[src/design/mptl_map.svh]
// Constants of the motor protection trip logic: timing, thresholds, reset values, setting selects
`ifndef MPTL_MAP_SVH
`define MPTL_MAP_SVH

// ----------------------------------------
// Clock and time base
// ----------------------------------------
`define MPTL_CLK_HZ 32'h0098_9680
`define MPTL_MS_PER_SEC 32'h0000_03E8
`define MPTL_MS_CYC (`MPTL_CLK_HZ / `MPTL_MS_PER_SEC)

// ----------------------------------------
// Protection figures (seconds, milliseconds, percent of rated)
// ----------------------------------------
`define MPTL_PF_SEC 8'h03
`define MPTL_UNB_SEC 8'h05
`define MPTL_UC_SEC 8'h03
`define MPTL_START_SEC 8'h0A
`define MPTL_INST_MS 13'h0014
`define MPTL_ZERO_PCT 12'h001E
`define MPTL_OC_PCT 12'h0064
`define MPTL_STALL_PCT 12'h012C
`define MPTL_CLASS_W 26'h005_7E40
`define MPTL_SEC_PER_MIN 11'h03C
`define MPTL_SEC_PER_HR 12'hE10
`define MPTL_HIST_DEPTH 5

// ----------------------------------------
// Setting reset values
// ----------------------------------------
`define MPTL_RST_CLASS 6'h0A
`define MPTL_RST_DDELAY 8'h05
`define MPTL_RST_OTIME 8'h05
`define MPTL_RST_UNB 7'h32
`define MPTL_RST_INH 8'h05
`define MPTL_RST_REV_MS 10'h064
`define MPTL_RST_UC 7'h1E
`define MPTL_RST_GND_MA 12'h01E
`define MPTL_RST_GND_MS 13'h0064
`define MPTL_RST_INST 12'h01F4
`define MPTL_RST_AUTO_MIN 5'h01

// ----------------------------------------
// Setting selects
// ----------------------------------------
`define MPTL_SEL_CLASS 4'h0
`define MPTL_SEL_DTMODE 4'h1
`define MPTL_SEL_DDELAY 4'h2
`define MPTL_SEL_OTIME 4'h3
`define MPTL_SEL_UNB 4'h4
`define MPTL_SEL_PFINH 4'h5
`define MPTL_SEL_GNDINH 4'h6
`define MPTL_SEL_INSTINH 4'h7
`define MPTL_SEL_REVMS 4'h8
`define MPTL_SEL_UC 4'h9
`define MPTL_SEL_GNDMA 4'hA
`define MPTL_SEL_GNDMS 4'hB
`define MPTL_SEL_INST 4'hC
`define MPTL_SEL_AUTOMIN 4'hD
`define MPTL_SEL_FLAGS 4'hE
`define MPTL_SEL_HOURS 4'hF

`endif

[src/design/mptl_pkg.sv]
// Types of the motor protection trip logic
`default_nettype none
package mptl_pkg;

	// ----------------------------------------
	// Trip causes
	// ----------------------------------------
	typedef enum logic [3:0] {
		CAUSE_NONE, CAUSE_OVERCUR, CAUSE_STALL, CAUSE_PHFAIL, CAUSE_UNBAL,
		CAUSE_REVERSE, CAUSE_UNDER, CAUSE_GROUND, CAUSE_INST
	} mptl_cause_t;

	// ----------------------------------------
	// Operator settings
	// ----------------------------------------
	typedef struct packed {
		logic [5:0] cls;
		logic dtMode;
		logic [7:0] dDelay;
		logic [7:0] oTime;
		logic [6:0] unbThr;
		logic [7:0] pfInh;
		logic [7:0] gndInh;
		logic [7:0] instInh;
		logic [9:0] revMs;
		logic [6:0] ucPct;
		logic [11:0] gndMa;
		logic [12:0] gndMs;
		logic [11:0] instPct;
		logic [4:0] autoMin;
		logic ucEn;
		logic autoEn;
		logic singlePh;
		logic auxRoute;
		logic [15:0] hourLimit;
	} mptl_set_t;

	// ----------------------------------------
	// Whole state of the trip logic
	// ----------------------------------------
	typedef struct packed {
		mptl_set_t set;
		logic unlocked;
		logic rejected;
		logic [7:0] runSec;
		logic [25:0] thermal;
		logic [7:0] dtCnt;
		logic [7:0] stallCnt;
		logic [7:0] pfCnt;
		logic [7:0] unbCnt;
		logic [7:0] ucCnt;
		logic [9:0] revCnt;
		logic [12:0] gndCnt;
		logic [12:0] instCnt;
		logic tripped;
		logic aux;
		mptl_cause_t cause;
		logic [10:0] autoCnt;
		logic [11:0] hrSec;
		logic [15:0] hours;
		logic maint;
		logic [1:0] dispPh;
		logic dispSec;
		logic [11:0] dispCur;
		logic [2:0] wrPtr;
		logic [2:0] histCount;
	} mptl_state_t;

endpackage
`default_nettype wire

[src/design/mptl_fault_mem.sv]
// Small fault history memory with registered read data
`timescale 1ns/1ns
`default_nettype none

module mptl_fault_mem #(
	parameter int unsigned WIDTH = 36,
	parameter int unsigned DEPTH = 5,
	parameter int unsigned AW = 3
) (
	input wire logic mclk,
	input wire logic rst_b,
	input wire logic wrEn,
	input wire logic [AW-1:0] wrAddr,
	input wire logic [WIDTH-1:0] wrData,
	input wire logic [AW-1:0] rdAddr,
	output logic [WIDTH-1:0] rdData
);

	typedef struct packed {
		logic [DEPTH-1:0][WIDTH-1:0] mem;
		logic [WIDTH-1:0] rd;
	} mptl_mem_st_t;

	mptl_mem_st_t s;
	mptl_mem_st_t next_s;

	// Write one entry; an address beyond the depth reads as zero
	always_comb begin
		next_s = s;
		if (wrEn && (32'(wrAddr) < DEPTH)) begin
			next_s.mem[wrAddr] = wrData;
		end
		next_s.rd = (32'(rdAddr) < DEPTH) ? s.mem[rdAddr] : '0;
	end

	// State register
	always_ff @(posedge mclk or negedge rst_b) begin
		if (!rst_b) begin
			s <= '0;
		end else begin
			s <= next_s;
		end
	end

	assign rdData = s.rd;

endmodule
`default_nettype wire

[src/design/mptl_tick_gen.sv]
// Millisecond and second tick enables for the protection timers
`timescale 1ns/1ns
`default_nettype none
`include "mptl_map.svh"

module mptl_tick_gen #(
	parameter int unsigned MS_CYC = `MPTL_MS_CYC
) (
	input wire logic mclk,
	input wire logic rst_b,
	output logic msTick,
	output logic secTick
);

	typedef struct packed {
		logic [15:0] cyc;
		logic [9:0] ms;
		logic msTick;
		logic secTick;
	} mptl_tick_st_t;

	mptl_tick_st_t s;
	mptl_tick_st_t next_s;

	// Divider chain: clock cycles to ms, ms to seconds
	always_comb begin
		next_s = s;
		next_s.msTick = 1'b0;
		next_s.secTick = 1'b0;
		if (s.cyc == 16'(MS_CYC - 1)) begin
			next_s.cyc = 16'h0000;
			next_s.msTick = 1'b1;
			if (s.ms == 10'(`MPTL_MS_PER_SEC - 1)) begin
				next_s.ms = 10'h000;
				next_s.secTick = 1'b1;
			end else begin
				next_s.ms = s.ms + 10'h001;
			end
		end else begin
			next_s.cyc = s.cyc + 16'h0001;
		end
	end

	// State register
	always_ff @(posedge mclk or negedge rst_b) begin
		if (!rst_b) begin
			s <= '0;
		end else begin
			s <= next_s;
		end
	end

	assign msTick = s.msTick;
	assign secTick = s.secTick;

endmodule
`default_nettype wire

[src/design/mptl_trip_logic.sv]
// Motor protection trip logic: protection timers, trip latch, history, settings, hours, display
`timescale 1ns/1ns
`default_nettype none
`include "mptl_map.svh"

module mptl_trip_logic #(
	parameter int unsigned MS_CYC = `MPTL_MS_CYC,
	parameter logic [15:0] PASSWORD = 16'h1234
) (
	input wire logic mclk,
	input wire logic rst_b,
	input wire logic [11:0] phA,
	input wire logic [11:0] phB,
	input wire logic [11:0] phC,
	input wire logic [11:0] leakMa,
	input wire logic seqReverse,
	input wire logic [31:0] dateTime,
	input wire logic manualReset,
	input wire logic elecReset,
	input wire logic pwdStrobe,
	input wire logic [15:0] pwdIn,
	input wire logic lockReq,
	input wire logic setWe,
	input wire logic [3:0] setSel,
	input wire logic [15:0] setData,
	input wire logic [2:0] histIdx,
	output logic tripOut,
	output logic auxTrip,
	output logic [3:0] tripCause,
	output logic setReject,
	output logic unlocked,
	output logic maintAlarm,
	output logic [15:0] hoursRun,
	output logic [1:0] dispPhase,
	output logic [11:0] dispCurrent,
	output logic [35:0] histData,
	output logic [2:0] histCount
);

	// ----------------------------------------
	// Helpers
	// ----------------------------------------

	// Small readings are noise from the sensor, not motor current
	function automatic logic [11:0] mptlZeroCut(input logic [11:0] x);
		return (x < `MPTL_ZERO_PCT) ? 12'h000 : x;
	endfunction

	// Saturating increment of a timer gated by a tick
	function automatic logic [12:0] mptlStep(input logic [12:0] c, input logic tick);
		return (tick && c != 13'h1FFF) ? c + 13'h0001 : c;
	endfunction

	// ----------------------------------------
	// State and tick sources
	// ----------------------------------------
	mptl_pkg::mptl_state_t s;
	mptl_pkg::mptl_state_t next_s;
	logic msTick;
	logic secTick;
	logic [11:0] cA;
	logic [11:0] cB;
	logic [11:0] cC;
	logic [11:0] mx;
	logic [11:0] mn;
	logic run;
	logic startup;
	logic [18:0] unbDiff;
	logic [18:0] unbRef;
	logic unbFull;
	logic unbOver;
	logic [25:0] thermLim;
	logic [10:0] autoLim;
	logic [3:0] rdSum;
	logic [2:0] rdAddr;
	logic memWe;
	mptl_pkg::mptl_cause_t hit;

	mptl_tick_gen #(
		.MS_CYC(MS_CYC)
	) u_tick (
		.mclk(mclk),
		.rst_b(rst_b),
		.msTick(msTick),
		.secTick(secTick)
	);

	// ----------------------------------------
	// Measurement conditioning
	// ----------------------------------------

	// Phase maxima and minima; single phase mode looks at all three but skips balance checks
	always_comb begin
		cA = mptlZeroCut(phA);
		cB = mptlZeroCut(phB);
		cC = mptlZeroCut(phC);
		mx = cA;
		mn = cA;
		if (cB > mx) mx = cB;
		if (cC > mx) mx = cC;
		if (cB < mn) mn = cB;
		if (cC < mn) mn = cC;
		run = (mx != 12'h000);
		startup = run && (s.runSec < `MPTL_START_SEC);
		// Compare without a divider: (max-min)*100 against threshold*max
		unbDiff = 19'(mx - mn) * 19'h0064;
		unbRef = 19'(s.set.unbThr) * 19'(mx);
		unbFull = run && (mn == 12'h000) && !s.set.singlePh;
		unbOver = run && (unbDiff >= unbRef) && !s.set.singlePh;
		thermLim = 26'(s.set.cls) * `MPTL_CLASS_W;
		autoLim = 11'(s.set.autoMin) * `MPTL_SEC_PER_MIN;
	end

	// ----------------------------------------
	// Fault detection, highest priority first
	// ----------------------------------------
	always_comb begin
		hit = mptl_pkg::CAUSE_NONE;
		if (s.instCnt >= `MPTL_INST_MS) begin
			hit = mptl_pkg::CAUSE_INST;
		end else if (s.gndCnt >= s.set.gndMs) begin
			hit = mptl_pkg::CAUSE_GROUND;
		end else if (s.pfCnt >= `MPTL_PF_SEC) begin
			hit = mptl_pkg::CAUSE_PHFAIL;
		end else if (s.revCnt >= s.set.revMs) begin
			hit = mptl_pkg::CAUSE_REVERSE;
		end else if (s.unbCnt >= `MPTL_UNB_SEC) begin
			hit = mptl_pkg::CAUSE_UNBAL;
		end else if (s.stallCnt >= s.set.oTime && s.set.oTime != 8'h00) begin
			hit = mptl_pkg::CAUSE_STALL;
		end else if (s.set.dtMode ? (s.dtCnt > s.set.oTime) : (s.thermal >= thermLim && thermLim != 26'h000_0000)) begin
			hit = mptl_pkg::CAUSE_OVERCUR;
		end else if (s.ucCnt >= `MPTL_UC_SEC) begin
			hit = mptl_pkg::CAUSE_UNDER;
		end
	end

	// ----------------------------------------
	// Next state
	// ----------------------------------------
	always_comb begin
		next_s = s;
		next_s.rejected = 1'b0;
		memWe = 1'b0;

		// Password gate: a wrong entry locks again
		if (lockReq) begin
			next_s.unlocked = 1'b0;
		end else if (pwdStrobe) begin
			next_s.unlocked = (pwdIn == PASSWORD);
		end

		// Setting writes; refused writes pulse the reject flag
		if (setWe && !s.unlocked) begin
			next_s.rejected = 1'b1;
		end else if (setWe) begin
			unique case (setSel)
				`MPTL_SEL_CLASS: next_s.set.cls = (setData[5:0] == 6'h00) ? 6'h01 : ((setData[5:0] > 6'h3C) ? 6'h3C : setData[5:0]);
				`MPTL_SEL_DTMODE: next_s.set.dtMode = setData[0];
				`MPTL_SEL_DDELAY: next_s.set.dDelay = setData[7:0];
				`MPTL_SEL_OTIME: next_s.set.oTime = setData[7:0];
				`MPTL_SEL_UNB: next_s.set.unbThr = setData[6:0];
				`MPTL_SEL_PFINH: next_s.set.pfInh = setData[7:0];
				`MPTL_SEL_GNDINH: next_s.set.gndInh = setData[7:0];
				`MPTL_SEL_INSTINH: next_s.set.instInh = setData[7:0];
				`MPTL_SEL_REVMS: next_s.set.revMs = setData[9:0];
				`MPTL_SEL_UC: next_s.set.ucPct = setData[6:0];
				`MPTL_SEL_GNDMA: next_s.set.gndMa = setData[11:0];
				`MPTL_SEL_GNDMS: next_s.set.gndMs = setData[12:0];
				`MPTL_SEL_INST: next_s.set.instPct = setData[11:0];
				`MPTL_SEL_AUTOMIN: next_s.set.autoMin = setData[4:0];
				`MPTL_SEL_FLAGS: begin
					next_s.set.ucEn = setData[0];
					next_s.set.autoEn = setData[1];
					next_s.set.singlePh = setData[2];
					next_s.set.auxRoute = setData[3];
				end
				`MPTL_SEL_HOURS: next_s.set.hourLimit = setData;
			endcase
		end

		// Seconds since start; zero while the motor stands
		if (!run) begin
			next_s.runSec = 8'h00;
		end else if (secTick && s.runSec != 8'hFF) begin
			next_s.runSec = s.runSec + 8'h01;
		end

		// Inverse time heat sum; non-thermal, so it drops when current falls back
		if (s.set.dtMode || mx <= `MPTL_OC_PCT) begin
			next_s.thermal = 26'h000_0000;
		end else if (secTick && s.thermal < thermLim) begin
			next_s.thermal = s.thermal + 26'(mx) * 26'(mx);
		end

		// Definite time: counting starts only after the operation delay
		if (s.set.dtMode && run && s.runSec >= s.set.dDelay && mx > `MPTL_OC_PCT) begin
			next_s.dtCnt = 8'(mptlStep(13'(s.dtCnt), secTick));
		end else begin
			next_s.dtCnt = 8'h00;
		end

		// Locked rotor or start that never settles
		next_s.stallCnt = (run && !startup && mx >= `MPTL_STALL_PCT) ? 8'(mptlStep(13'(s.stallCnt), secTick)) : 8'h00;

		// Phase fail and unbalance share the phase fail inhibit
		next_s.pfCnt = (unbFull && s.runSec >= s.set.pfInh) ? 8'(mptlStep(13'(s.pfCnt), secTick)) : 8'h00;
		next_s.unbCnt = (unbOver && s.runSec >= s.set.pfInh) ? 8'(mptlStep(13'(s.unbCnt), secTick)) : 8'h00;

		// Reverse sequence only while starting
		next_s.revCnt = (startup && !s.set.singlePh && seqReverse) ? 10'(mptlStep(13'(s.revCnt), msTick)) : 10'h000;

		// Undercurrent only while the motor runs
		next_s.ucCnt = (s.set.ucEn && run && mx < 12'(s.set.ucPct)) ? 8'(mptlStep(13'(s.ucCnt), secTick)) : 8'h00;

		// Ground leakage and short circuit on the millisecond tick
		next_s.gndCnt = (s.runSec >= s.set.gndInh && leakMa > s.set.gndMa) ? mptlStep(s.gndCnt, msTick) : 13'h0000;
		next_s.instCnt = (run && s.runSec >= s.set.instInh && mx >= s.set.instPct) ? mptlStep(s.instCnt, msTick) : 13'h0000;

		// Trip latch keeps the first cause
		if (!s.tripped && hit != mptl_pkg::CAUSE_NONE) begin
			next_s.tripped = 1'b1;
			next_s.cause = hit;
			next_s.aux = s.set.auxRoute && (hit == mptl_pkg::CAUSE_INST || hit == mptl_pkg::CAUSE_GROUND);
			next_s.autoCnt = 11'h000;
			memWe = 1'b1;
			next_s.wrPtr = (s.wrPtr == 3'(`MPTL_HIST_DEPTH - 1)) ? 3'h0 : s.wrPtr + 3'h1;
			if (s.histCount != 3'(`MPTL_HIST_DEPTH)) next_s.histCount = s.histCount + 3'h1;
		end

		// Automatic reset counts only for overcurrent trips
		if (s.tripped && s.set.autoEn && s.cause == mptl_pkg::CAUSE_OVERCUR && secTick) begin
			next_s.autoCnt = s.autoCnt + 11'h001;
		end

		// Clearing the latch; heat sum cleared too or it would trip again at once
		if (s.tripped && (manualReset || elecReset || (s.set.autoEn && s.cause == mptl_pkg::CAUSE_OVERCUR
				&& s.set.autoMin != 5'h00 && s.autoCnt >= autoLim))) begin
			next_s.tripped = 1'b0;
			next_s.aux = 1'b0;
			next_s.cause = mptl_pkg::CAUSE_NONE;
			next_s.thermal = 26'h000_0000;
			next_s.autoCnt = 11'h000;
		end

		// Running hours; hour counter saturates rather than wraps
		if (run && secTick) begin
			if (s.hrSec == `MPTL_SEC_PER_HR - 12'h001) begin
				next_s.hrSec = 12'h000;
				if (s.hours != 16'hFFFF) next_s.hours = s.hours + 16'h0001;
			end else begin
				next_s.hrSec = s.hrSec + 12'h001;
			end
		end
		next_s.maint = (s.set.hourLimit != 16'h0000) && (s.hours >= s.set.hourLimit);

		// Display rotation, two seconds per phase
		if (secTick) begin
			next_s.dispSec = !s.dispSec;
			if (s.dispSec) next_s.dispPh = (s.dispPh == 2'h2) ? 2'h0 : s.dispPh + 2'h1;
		end
		unique case (s.dispPh)
			2'h0: next_s.dispCur = cA;
			2'h1: next_s.dispCur = cB;
			2'h2: next_s.dispCur = cC;
			default: next_s.dispCur = 12'h000;
		endcase
	end

	// ----------------------------------------
	// State register
	// ----------------------------------------
	always_ff @(posedge mclk or negedge rst_b) begin
		if (!rst_b) begin
			s <= '0;
			s.set.cls <= `MPTL_RST_CLASS;
			s.set.dDelay <= `MPTL_RST_DDELAY;
			s.set.oTime <= `MPTL_RST_OTIME;
			s.set.unbThr <= `MPTL_RST_UNB;
			s.set.pfInh <= `MPTL_RST_INH;
			s.set.gndInh <= `MPTL_RST_INH;
			s.set.instInh <= `MPTL_RST_INH;
			s.set.revMs <= `MPTL_RST_REV_MS;
			s.set.ucPct <= `MPTL_RST_UC;
			s.set.gndMa <= `MPTL_RST_GND_MA;
			s.set.gndMs <= `MPTL_RST_GND_MS;
			s.set.instPct <= `MPTL_RST_INST;
			s.set.autoMin <= `MPTL_RST_AUTO_MIN;
		end else begin
			s <= next_s;
		end
	end

	// ----------------------------------------
	// Fault history, newest entry at index zero
	// ----------------------------------------
	always_comb begin
		rdSum = 4'(s.wrPtr) + 4'(`MPTL_HIST_DEPTH - 1) - 4'(histIdx);
		rdAddr = (rdSum >= 4'(`MPTL_HIST_DEPTH)) ? 3'(rdSum - 4'(`MPTL_HIST_DEPTH)) : rdSum[2:0];
		if (histIdx >= 3'(`MPTL_HIST_DEPTH)) rdAddr = 3'h7;
	end

	mptl_fault_mem #(
		.WIDTH(36),
		.DEPTH(`MPTL_HIST_DEPTH),
		.AW(3)
	) u_hist (
		.mclk(mclk),
		.rst_b(rst_b),
		.wrEn(memWe),
		.wrAddr(s.wrPtr),
		.wrData({hit, dateTime}),
		.rdAddr(rdAddr),
		.rdData(histData)
	);

	// ----------------------------------------
	// Outputs, all from the state register
	// ----------------------------------------
	assign tripOut = s.tripped && !s.aux;
	assign auxTrip = s.tripped && s.aux;
	assign tripCause = s.cause;
	assign setReject = s.rejected;
	assign unlocked = s.unlocked;
	assign maintAlarm = s.maint;
	assign hoursRun = s.hours;
	assign dispPhase = s.dispPh;
	assign dispCurrent = s.dispCur;
	assign histCount = s.histCount;

endmodule
`default_nettype wire

[config.mk]
export PLATFORM = sky130hd
export DESIGN_NAME = mptl_trip_logic
export DESIGN_NICKNAME = d
export VERILOG_FILES = /design/src/design/mptl_pkg.sv /design/src/design/mptl_fault_mem.sv /design/src/design/mptl_tick_gen.sv /design/src/design/mptl_trip_logic.sv
export VERILOG_INCLUDE_DIRS = /design/src /design/src/design
export SDC_FILE = /design/constraint.sdc
export NUM_CORES = 2
export LEC_CHECK = 0
export BUFFER_PORTS_ARGS = -buffer_cell sky130_fd_sc_hd__buf_2
export CORE_AREA = 4 4 376 378
export DETAILED_ROUTE_END_ITERATION = 7
export DIE_AREA = 0 0 380 382
export SETUP_SLACK_MARGIN = 0.4
export SKIP_LAST_GASP = 1
export SYNTH_ARGS = -nofsm -noshare
export SYNTH_HDL_FRONTEND = slang
export SYNTH_SLANG_ARGS = --single-unit
[constraint.sdc]
create_clock -name mclk -period 11.7 [get_ports mclk]
set_input_delay 1.17 -clock mclk [delete_from_list [all_inputs] [get_ports mclk]]
set_output_delay 1.17 -clock mclk [all_outputs]
set_load 0.005 [all_outputs]
# [After elaboration in Yosys (flattened, before gate mapping)]
# Index checks and enable logic that the tools add are counted.
[classes] multipliers=5 mux=62 n_addsub=22 n_reduce_logical=84 magnitude_cmp=39 bitwise=1 eq_ne=39
[op_table] operator="bitwise mux 180 bit" n=1
[op_table] operator="binary-select mux 36 bit (select 3 bit)" n=1
[op_table] operator="demux 36 bit (select 3 bit)" n=1
[op_table] operator="2-to-1 mux 36 bit" n=3
[op_table] operator="2-to-1 mux 12 bit" n=8
[op_table] operator="2-to-1 mux 8 bit" n=12
[op_table] operator="2-to-1 mux 26 bit" n=3
[op_table] operator="2-to-1 mux 13 bit" n=4
[op_table] operator="AND reduction 3 bit" n=17
[op_table] operator="adder 8 x 1 -> 8 bit (second input constant)" n=6
[op_table] operator="logical AND 1 bit" n=41
[op_table] operator=">= comparator 8 bit" n=5
[op_table] operator="== test 4 bit (second input constant)" n=9
[op_table] operator="greater-than comparator 12 bit" n=3
[op_table] operator="< comparator 12 x 5 -> 1 bit (second input constant)" n=3
[op_table] operator="one-hot mux 12 bit (3 select lines)" n=1
[op_table] operator="2-to-1 mux 17 bit" n=2
[op_table] operator="adder 16 x 1 -> 16 bit (second input constant)" n=2
[op_table] operator="2-to-1 mux 10 bit" n=3
[op_table] operator="adder 13 x 1 -> 13 bit (second input constant)" n=2
[op_table] operator="adder 26 x 24 -> 26 bit" n=1
[op_table] operator=">= comparator 26 x 25 -> 1 bit" n=1
[op_table] operator="< comparator 26 x 25 -> 1 bit" n=1
[op_table] operator="inequality test 13 bit (second input constant)" n=2
[op_table] operator="73 further kinds" n=120
[word_totals] register_bits=556 in_bits=127

# [Depth between registers and ports, before layout]
[depth] depth_word=17 mapped_depth=59 mapped_depth_nobuf=54

# [Modules after synthesis]
# A second synthesis with hierarchy kept.
[hier_totals] hier_cells=4024 hier_area_um2=40370.0
[by_module_without_submodules] module="mptl_trip_logic" area_per_inst_um2=29732.3 n_inst=1 cells_each=3279
[by_module_without_submodules] module="mptl_fault_mem" area_per_inst_um2=9315.2 n_inst=1 cells_each=622
[by_module_without_submodules] module="mptl_tick_gen" area_per_inst_um2=1322.5 n_inst=1 cells_each=123

# [Worst setup path after synthesis]
# OpenSTA, ideal clock, no wires.
[synth_timing] path_type="input -> register" from="in phB[8]" to="reg s[111] in the netlist's numbering" slack_ns=0.427 path_stages=57 path_buffers=5 t_required_ns=11.572 t_arrival_ns=11.145 cell_sequence="nor4_1 -> nand3_1 -> nand2_1 -> inv_1 -> ha_1 -> nand3_1 -> nor3_4 -> o21ai_2 -> a22oi_4 -> clkbuf_1 -> nor2_1 -> a21oi_1 -> ha_1 -> a21oi_1 -> nand2_1 -> a221oi_1 -> nor2_1 -> nand3_1 -> (+21 left out) -> o21ai_0 -> a21boi_0 -> o21ai_0 -> a21boi_0 -> o21ai_0 -> a21oi_1 -> nand2b_1 -> ha_1 -> nor2b_1 -> o21ai_0 -> nand2b_1 -> a21oi_1 -> o21ai_0 -> a21o_1 -> a21oi_1 -> a21bo_2 -> clkbuf_1 -> nor2_1"
[synth_between] elab_chain_len=13
[synth_lines] item="from (decl)" line_no="mptl_trip_logic.sv:13" source="input wire logic [11:0] phB,"
[synth_lines] item="< comparator 12 x 5 -> 1 bit (no line)"
[synth_lines] item="2-to-1 mux 12 bit *" line_no="mptl_trip_logic.sv:46" source="return (x < `MPTL_ZERO_PCT) ? 12'h000 : x;"
[synth_lines] item="greater-than comparator 12 bit or < comparator 12 bit (tied branches)" line_no="mptl_trip_logic.sv:99, mptl_trip_logic.sv:101"
[synth_lines] item="2-to-1 mux 12 bit, on equally long branches" line_no="mptl_trip_logic.sv:99, mptl_trip_logic.sv:101"
[synth_lines] item="greater-than comparator 12 bit or < comparator 12 bit (tied branches)" line_no="mptl_trip_logic.sv:100, mptl_trip_logic.sv:102"
[synth_lines] item="2-to-1 mux 12 bit, on equally long branches" line_no="mptl_trip_logic.sv:100, mptl_trip_logic.sv:102"
[synth_lines] item="subtractor 12 x 12 -> 13 bit" line_no="mptl_trip_logic.sv:106" source="unbDiff = 19'(mx - mn) * 19'h0064;"
[synth_lines] item="multiplier 19 x 5 -> 17 bit" line_no="mptl_trip_logic.sv:106"
[synth_lines] item=">= comparator 19 bit" line_no="mptl_trip_logic.sv:109" source="unbOver = run && (unbDiff >= unbRef) && !s.set.singlePh;"
[synth_lines] item="logical AND 1 bit * (2 in a row)" line_no="mptl_trip_logic.sv:109"
[synth_lines] item="logical AND 1 bit *" line_no="mptl_trip_logic.sv:208" source="next_s.unbCnt = (unbOver && s.runSec >= s.set.pfInh) ? 8'(mptlStep(13'(s.unbCnt), secTick)) : 8'h00;"
[synth_lines] item="inequality test 2 x 1 -> 1 bit (no line) or 2-to-1 mux 8 bit (tied branches)"
[synth_lines] item="to (signal assigned)" line_no="mptl_trip_logic.sv:290" source="s <= next_s;"
[synth_lines] item="to (decl)" line_no="mptl_trip_logic.sv:57" source="mptl_pkg::mptl_state_t s;"
# Every way passes the cells marked *; elsewhere a longest branch is shown, timed or not.
# A chain may end at the register's enable or synchronous reset.

# [Worst setup path in the final report]
[layout_timing] from="in phA[8]" to="reg s[168] in the netlist's numbering"
[layout_between] elab_chain_len=11
[layout_lines] item="from (decl)" line_no="mptl_trip_logic.sv:12" source="input wire logic [11:0] phA,"
[layout_lines] item="< comparator 12 x 5 -> 1 bit (no line)"
[layout_lines] item="2-to-1 mux 12 bit *" line_no="mptl_trip_logic.sv:46"
[layout_lines] item="greater-than comparator 12 bit" line_no="mptl_trip_logic.sv:99" source="if (cB > mx) mx = cB;"
[layout_lines] item="2-to-1 mux 12 bit *" line_no="mptl_trip_logic.sv:99"
[layout_lines] item="greater-than comparator 12 bit" line_no="mptl_trip_logic.sv:100" source="if (cC > mx) mx = cC;"
[layout_lines] item="2-to-1 mux 12 bit *" line_no="mptl_trip_logic.sv:100"
[layout_lines] item="multiplier 12 x 12 -> 24 bit" line_no="mptl_trip_logic.sv:193" source="next_s.thermal = s.thermal + 26'(mx) * 26'(mx);"
[layout_lines] item="adder 26 x 24 -> 26 bit" line_no="mptl_trip_logic.sv:193"
[layout_lines] item="2-to-1 mux 26 bit" line_no="mptl_trip_logic.sv:192" source="end else if (secTick && s.thermal < thermLim) begin"
[layout_lines] item="2-to-1 mux 26 bit" line_no="mptl_trip_logic.sv:190" source="if (s.set.dtMode || mx <= `MPTL_OC_PCT) begin"
[layout_lines] item="2-to-1 mux 26 bit" line_no="mptl_trip_logic.sv:237" source="if (s.tripped && (manualReset || elecReset || (s.set.autoEn && s.cause == mptl_pkg::CAUSE_OVERCUR"
# Every way passes the cells marked *; elsewhere a longest branch is shown, timed or not. The select of a mux whose other input is x is not followed.

==> flow_metrics.py <==
metrics = {
    "grt": {
        "grt_overflow_total": 0,
        "first_pass_grt_wire_length_mm": 168.7,
        "grt_antenna_before_repair": 11,
        "global_route.usage.total_pct": 14.27,
        "first_global_vias": 30361,
        "grt_max_degree": 173,
    },
    "setup_path": {
        "worstPathRequired_ns": 12.20,
        "category_of_the_most_critical_setup_path": "input port to register",
        "largest_stage_delay_worst_path_ns": 0.53,
        "reg2regPathDepth": 29,
        "critPathCaptureType": "register",
        "setup.reg_to_reg.worst_slack_ns": 2.76,
        "r2r_start": "s[307]$_DFFE_PN1P_",
        "startpoint_type": "input port",
        "worst-endpoint-arrival_ns": 11.25,
        "cp_max_fo": 18,
        "reg2reg_to": "u_hist.s[108]$_DFFE_PN0P_",
        "crit_slowest_cell": "sky130_fd_sc_hd__fa_1",
    },
    "cts": {
        "clkSlewWorstSetupHoldPaths_ns": 0.07,
        "htreeDepth": 2,
        "cts-root-buf": "sky130_fd_sc_hd__clkbuf_16",
        "cts_max_path_buffers": 3,
        "cts.hold.buffers_added": 0,
        "numClockSinks": 556,
        "clk_latency_ns": 0.64,
        "cts_inserted_buffers": 61,
        "cts_tree": "built",
    },
    "timing": {
        "final.hold.worst_slack_ns": 0.4665,
        "unrepaired_setup_endpoints_after_global_routing": "no",
        "achievable-frequency_mhz": 93.08,
        "hold_viol_final": 0,
        "maxSlewViolCount": 0,
        "finalWorstPathRequiredPeriod_ns": 10.74,
        "totalNegativeSetupSlack_ns": 0,
        "worstMarginPinSlew_ns": 1.193,
        "max_slew_margin_pct": 19.98,
        "finalClockSkew_ns": 0.02532,
        "crit_share_post_route_pct": 91.83,
        "finalSetupViolCount": 0,
    },
    "synthesis": {
        "synthesis.instances": 4190,
        "netlist_top_cells_area": "sky130_fd_sc_hd__dfrtp_1 32%, sky130_fd_sc_hd__ha_1 12%, sky130_fd_sc_hd__fa_1 9.0%",
        "yosysWarningCount": 0,
        "synthesis.area_um2": 41120,
        "postSynthRegisterBits": 556,
        "synth_nets": 4909,
        "synth_cell_types": 97,
        "largest_area_contributor_in_the_netlist": "sky130_fd_sc_hd__dfrtp_1",
        "synth_edf_count": 0,
        "synthArstFlopShare_pct": 100.0,
        "synth.top_cell.area_share_pct": 31.65,
        "syn_avg_cell_area_um2": 9.813,
        "ys.flop_type": "sky130_fd_sc_hd__dfrtp_1",
        "synth.yosys.seq_area_share_pct": 33.95,
    },
    "place": {
        "dp_hpwl_mm": 77.34,
        "place.gp.congestion": 0.8840,
        "place_inst": 6039,
        "port-buffer-count": 204,
    },
    "die": {
        "design.core.area_um2": 137500,
        "die_width_um": 380,
        "ios": 205,
        "starting_density_of_the_core_pct": 29.90,
        "row_count": 136,
        "floorplan.die_area_um2": 145200,
        "fp.dieH_um": 382,
    },
    "final_layout": {
        "final_cell_count_no_fill": 6165,
        "drive_above_1_share_pct": 16.80,
        "synthToLayoutAreaGrowth_pct": 12.32,
        "final_nets": 5035,
        "layout.cells.most_common_list": "519 x sky130_fd_sc_hd__dfrtp_1, 452 x sky130_fd_sc_hd__inv_1, 406 x sky130_fd_sc_hd__ha_1, 366 x sky130_fd_sc_hd__nand2_1, 283 x sky130_fd_sc_hd__nor2_1",
        "mostFrequentLayoutCell": "sky130_fd_sc_hd__dfrtp_1",
    },
    "power_and_ir_drop": {
        "power_leakage_nw": 22.67,
        "power_per_cell_area_nw_per_um2": 286.5,
        "vdd.ir_drop.worst_uv": 497.6,
        "finalPower_mw": 13.23,
    },
    "hold_path": {
        "timing.hold.worst_endpoint": "s[18]$_DFFE_PN0P_",
        "timing.hold.worst_path_depth": 1,
        "timing.hold.worst.class": "register to register",
        "hp_start": "s[18]$_DFFE_PN0P_",
    },
    "drt": {
        "via_density_per_instance": 4.900,
        "detail_route.wl_per_cell_um": 17.16,
        "drt_iter0_markers": 1727,
        "first_pass_iters": 5,
        "remaining_drc_errors": 0,
        "detail-route-antenna-nets": 0,
        "route.vias.total": 30207,
        "routed_wl_mm": 105.8,
    },
    "status": {
        "result_of_the_run": "complete, no violations",
    },
    "run": {
        "timing.max_cap.violations": 0,
    },
}
-- cells by family (layout without fill, tap and decap cells) --
| logic type | count (synthesis) | in the layout | share of synthesized area [%] |
|---|---|---|---|
| XOR/XNOR | 177 | 177 | 3.770 |
| multiplexers | 273 | 273 | 8.125 |
| buffers and inverters | 684 | 858 | 7.230 |
| flip-flops | 556 | 556 | 33.95 |
| AND/OR/NAND/NOR | 1175 | 1175 | 13.78 |
| AO/OA/AOI/OAI | 731 | 731 | 11.70 |
| other | 0 | 7 | 0 |
| adder cells (fa/ha/maj) | 594 | 594 | 21.44 |
-- cells in the mapped netlist (all sizes together), types with 10 or more instances --
library cell	n
a2111oi	11
a211oi	52
a21boi	13
a21o	76
a21oi	148
a22o	36
a31oi	50
and2	67
and3	77
and4	10
buf	107
clkbuf	120
dfrtp	520
dfstp	36
fa	185
ha	407
inv	453
mux2	228
mux2i	45
nand2	372
nand2b	43
nand3	85
nand4	55
nor2	286
nor2b	42
nor3	56
nor4	27
o21a	21
o21ai	220
o21bai	10
o31a	11
o31ai	11
or3	10
or4	10
xnor2	101
xor2	76
-- worst max-delay path: cells and delay by family --
kind / cells / cell delay, ns
buffers and inverters: 10 / 1.37
AOI/OAI and AO/OA: 15 / 2.83
and+or+nand+nor: 10 / 1.25
muxes: 1 / 0.30
adders and majority gates: 10 / 4.13
xor gates and xnor gates: 1 / 0.16
-- registers in the layout, indices dropped and copies added (netlist names) --
signal	cells
dispCurrent	12
dispPhase	2
histCount	3
hoursRun	16
maintAlarm	1
s	272
setReject	1
tripCause	4
u_hist.rdData	36
u_hist.s	180
u_tick.msTick	1
u_tick.s	26
u_tick.secTick	1
unlocked	1
-- repair_timing --
item                                   in CTS  in global routing
endpoints found under the hold margin       0                  0
setup endpoints to repair                   0                 13
buffers inserted                            0                  8
gates resized for setup                     0                 45
-- layer usage --
metal | vias to the layer above | GRT usage (%) | routed length [um]
met5 | - | 0 | 0
met4 | 0 | 3.670 | 2534
met3 | 135 | 2.091 | 5832
met2 | 601 | 23.33 | 48720
met1 | 14985 | 19.82 | 48730
li1 | 14486 | - | -
-- through the flow --
step | utilization [%] | setup WS (ns) | instance area, um^2
2_1_floorplan | - | 0.4269 | 41120
3_3_place_gp | 31.87 | 0.3058 | 43820
3_5_place_dp | 31.87 | 0.04727 | 43820
4_1_cts | 33.40 | 0.7404 | 45920
5_1_grt | 33.58 | 0.3190 | 46170
6_report | 33.59 | 0.9560 | 46180
-- cell type report --
| cell class | count | area, um^2 |
|---|---|---|
| Antenna cell | 7 | 17.52 |
| Clock buffer | 87 | 1774 |
| Clock inverter | 24 | 325.3 |
| Fill cell | 13914 | 91310 |
| Inverter | 457 | 1715 |
| Multi-Input combinational cell | 2950 | 24440 |
| Sequential cell | 556 | 13960 |
| Tap cell | 1794 | 2245 |
| Timing Repair Buffer | 290 | 1702 |
-- worst max path at each step --
stage	to	cells after the start	start
3_3_place_gp	s[113]$_DFFE_PN0P_	56	phA[8]
2_1_floorplan	s[111]$_DFFE_PN0P_	57	phB[8]
4_1_cts	s[118]$_DFFE_PN0P_	54	phB[7]
6_report	s[168]$_DFFE_PN0P_	47	phA[8]
5_1_grt	s[118]$_DFFE_PN0P_	55	phA[8]
3_5_place_dp	s[117]$_DFFE_PN0P_	54	phB[7]
-- report_power, final --
| part | total (mW) | switching, mW | internal, mW | leakage (nW) |
|---|---|---|---|---|
| logic | 8.70 | 4.76 | 3.94 | 14.8 |
| clock network | 2.03 | 0.825 | 1.21 | 1.03 |
| registers | 2.50 | 0.202 | 2.30 | 6.79 |
(Power assumes the default switching activity.)
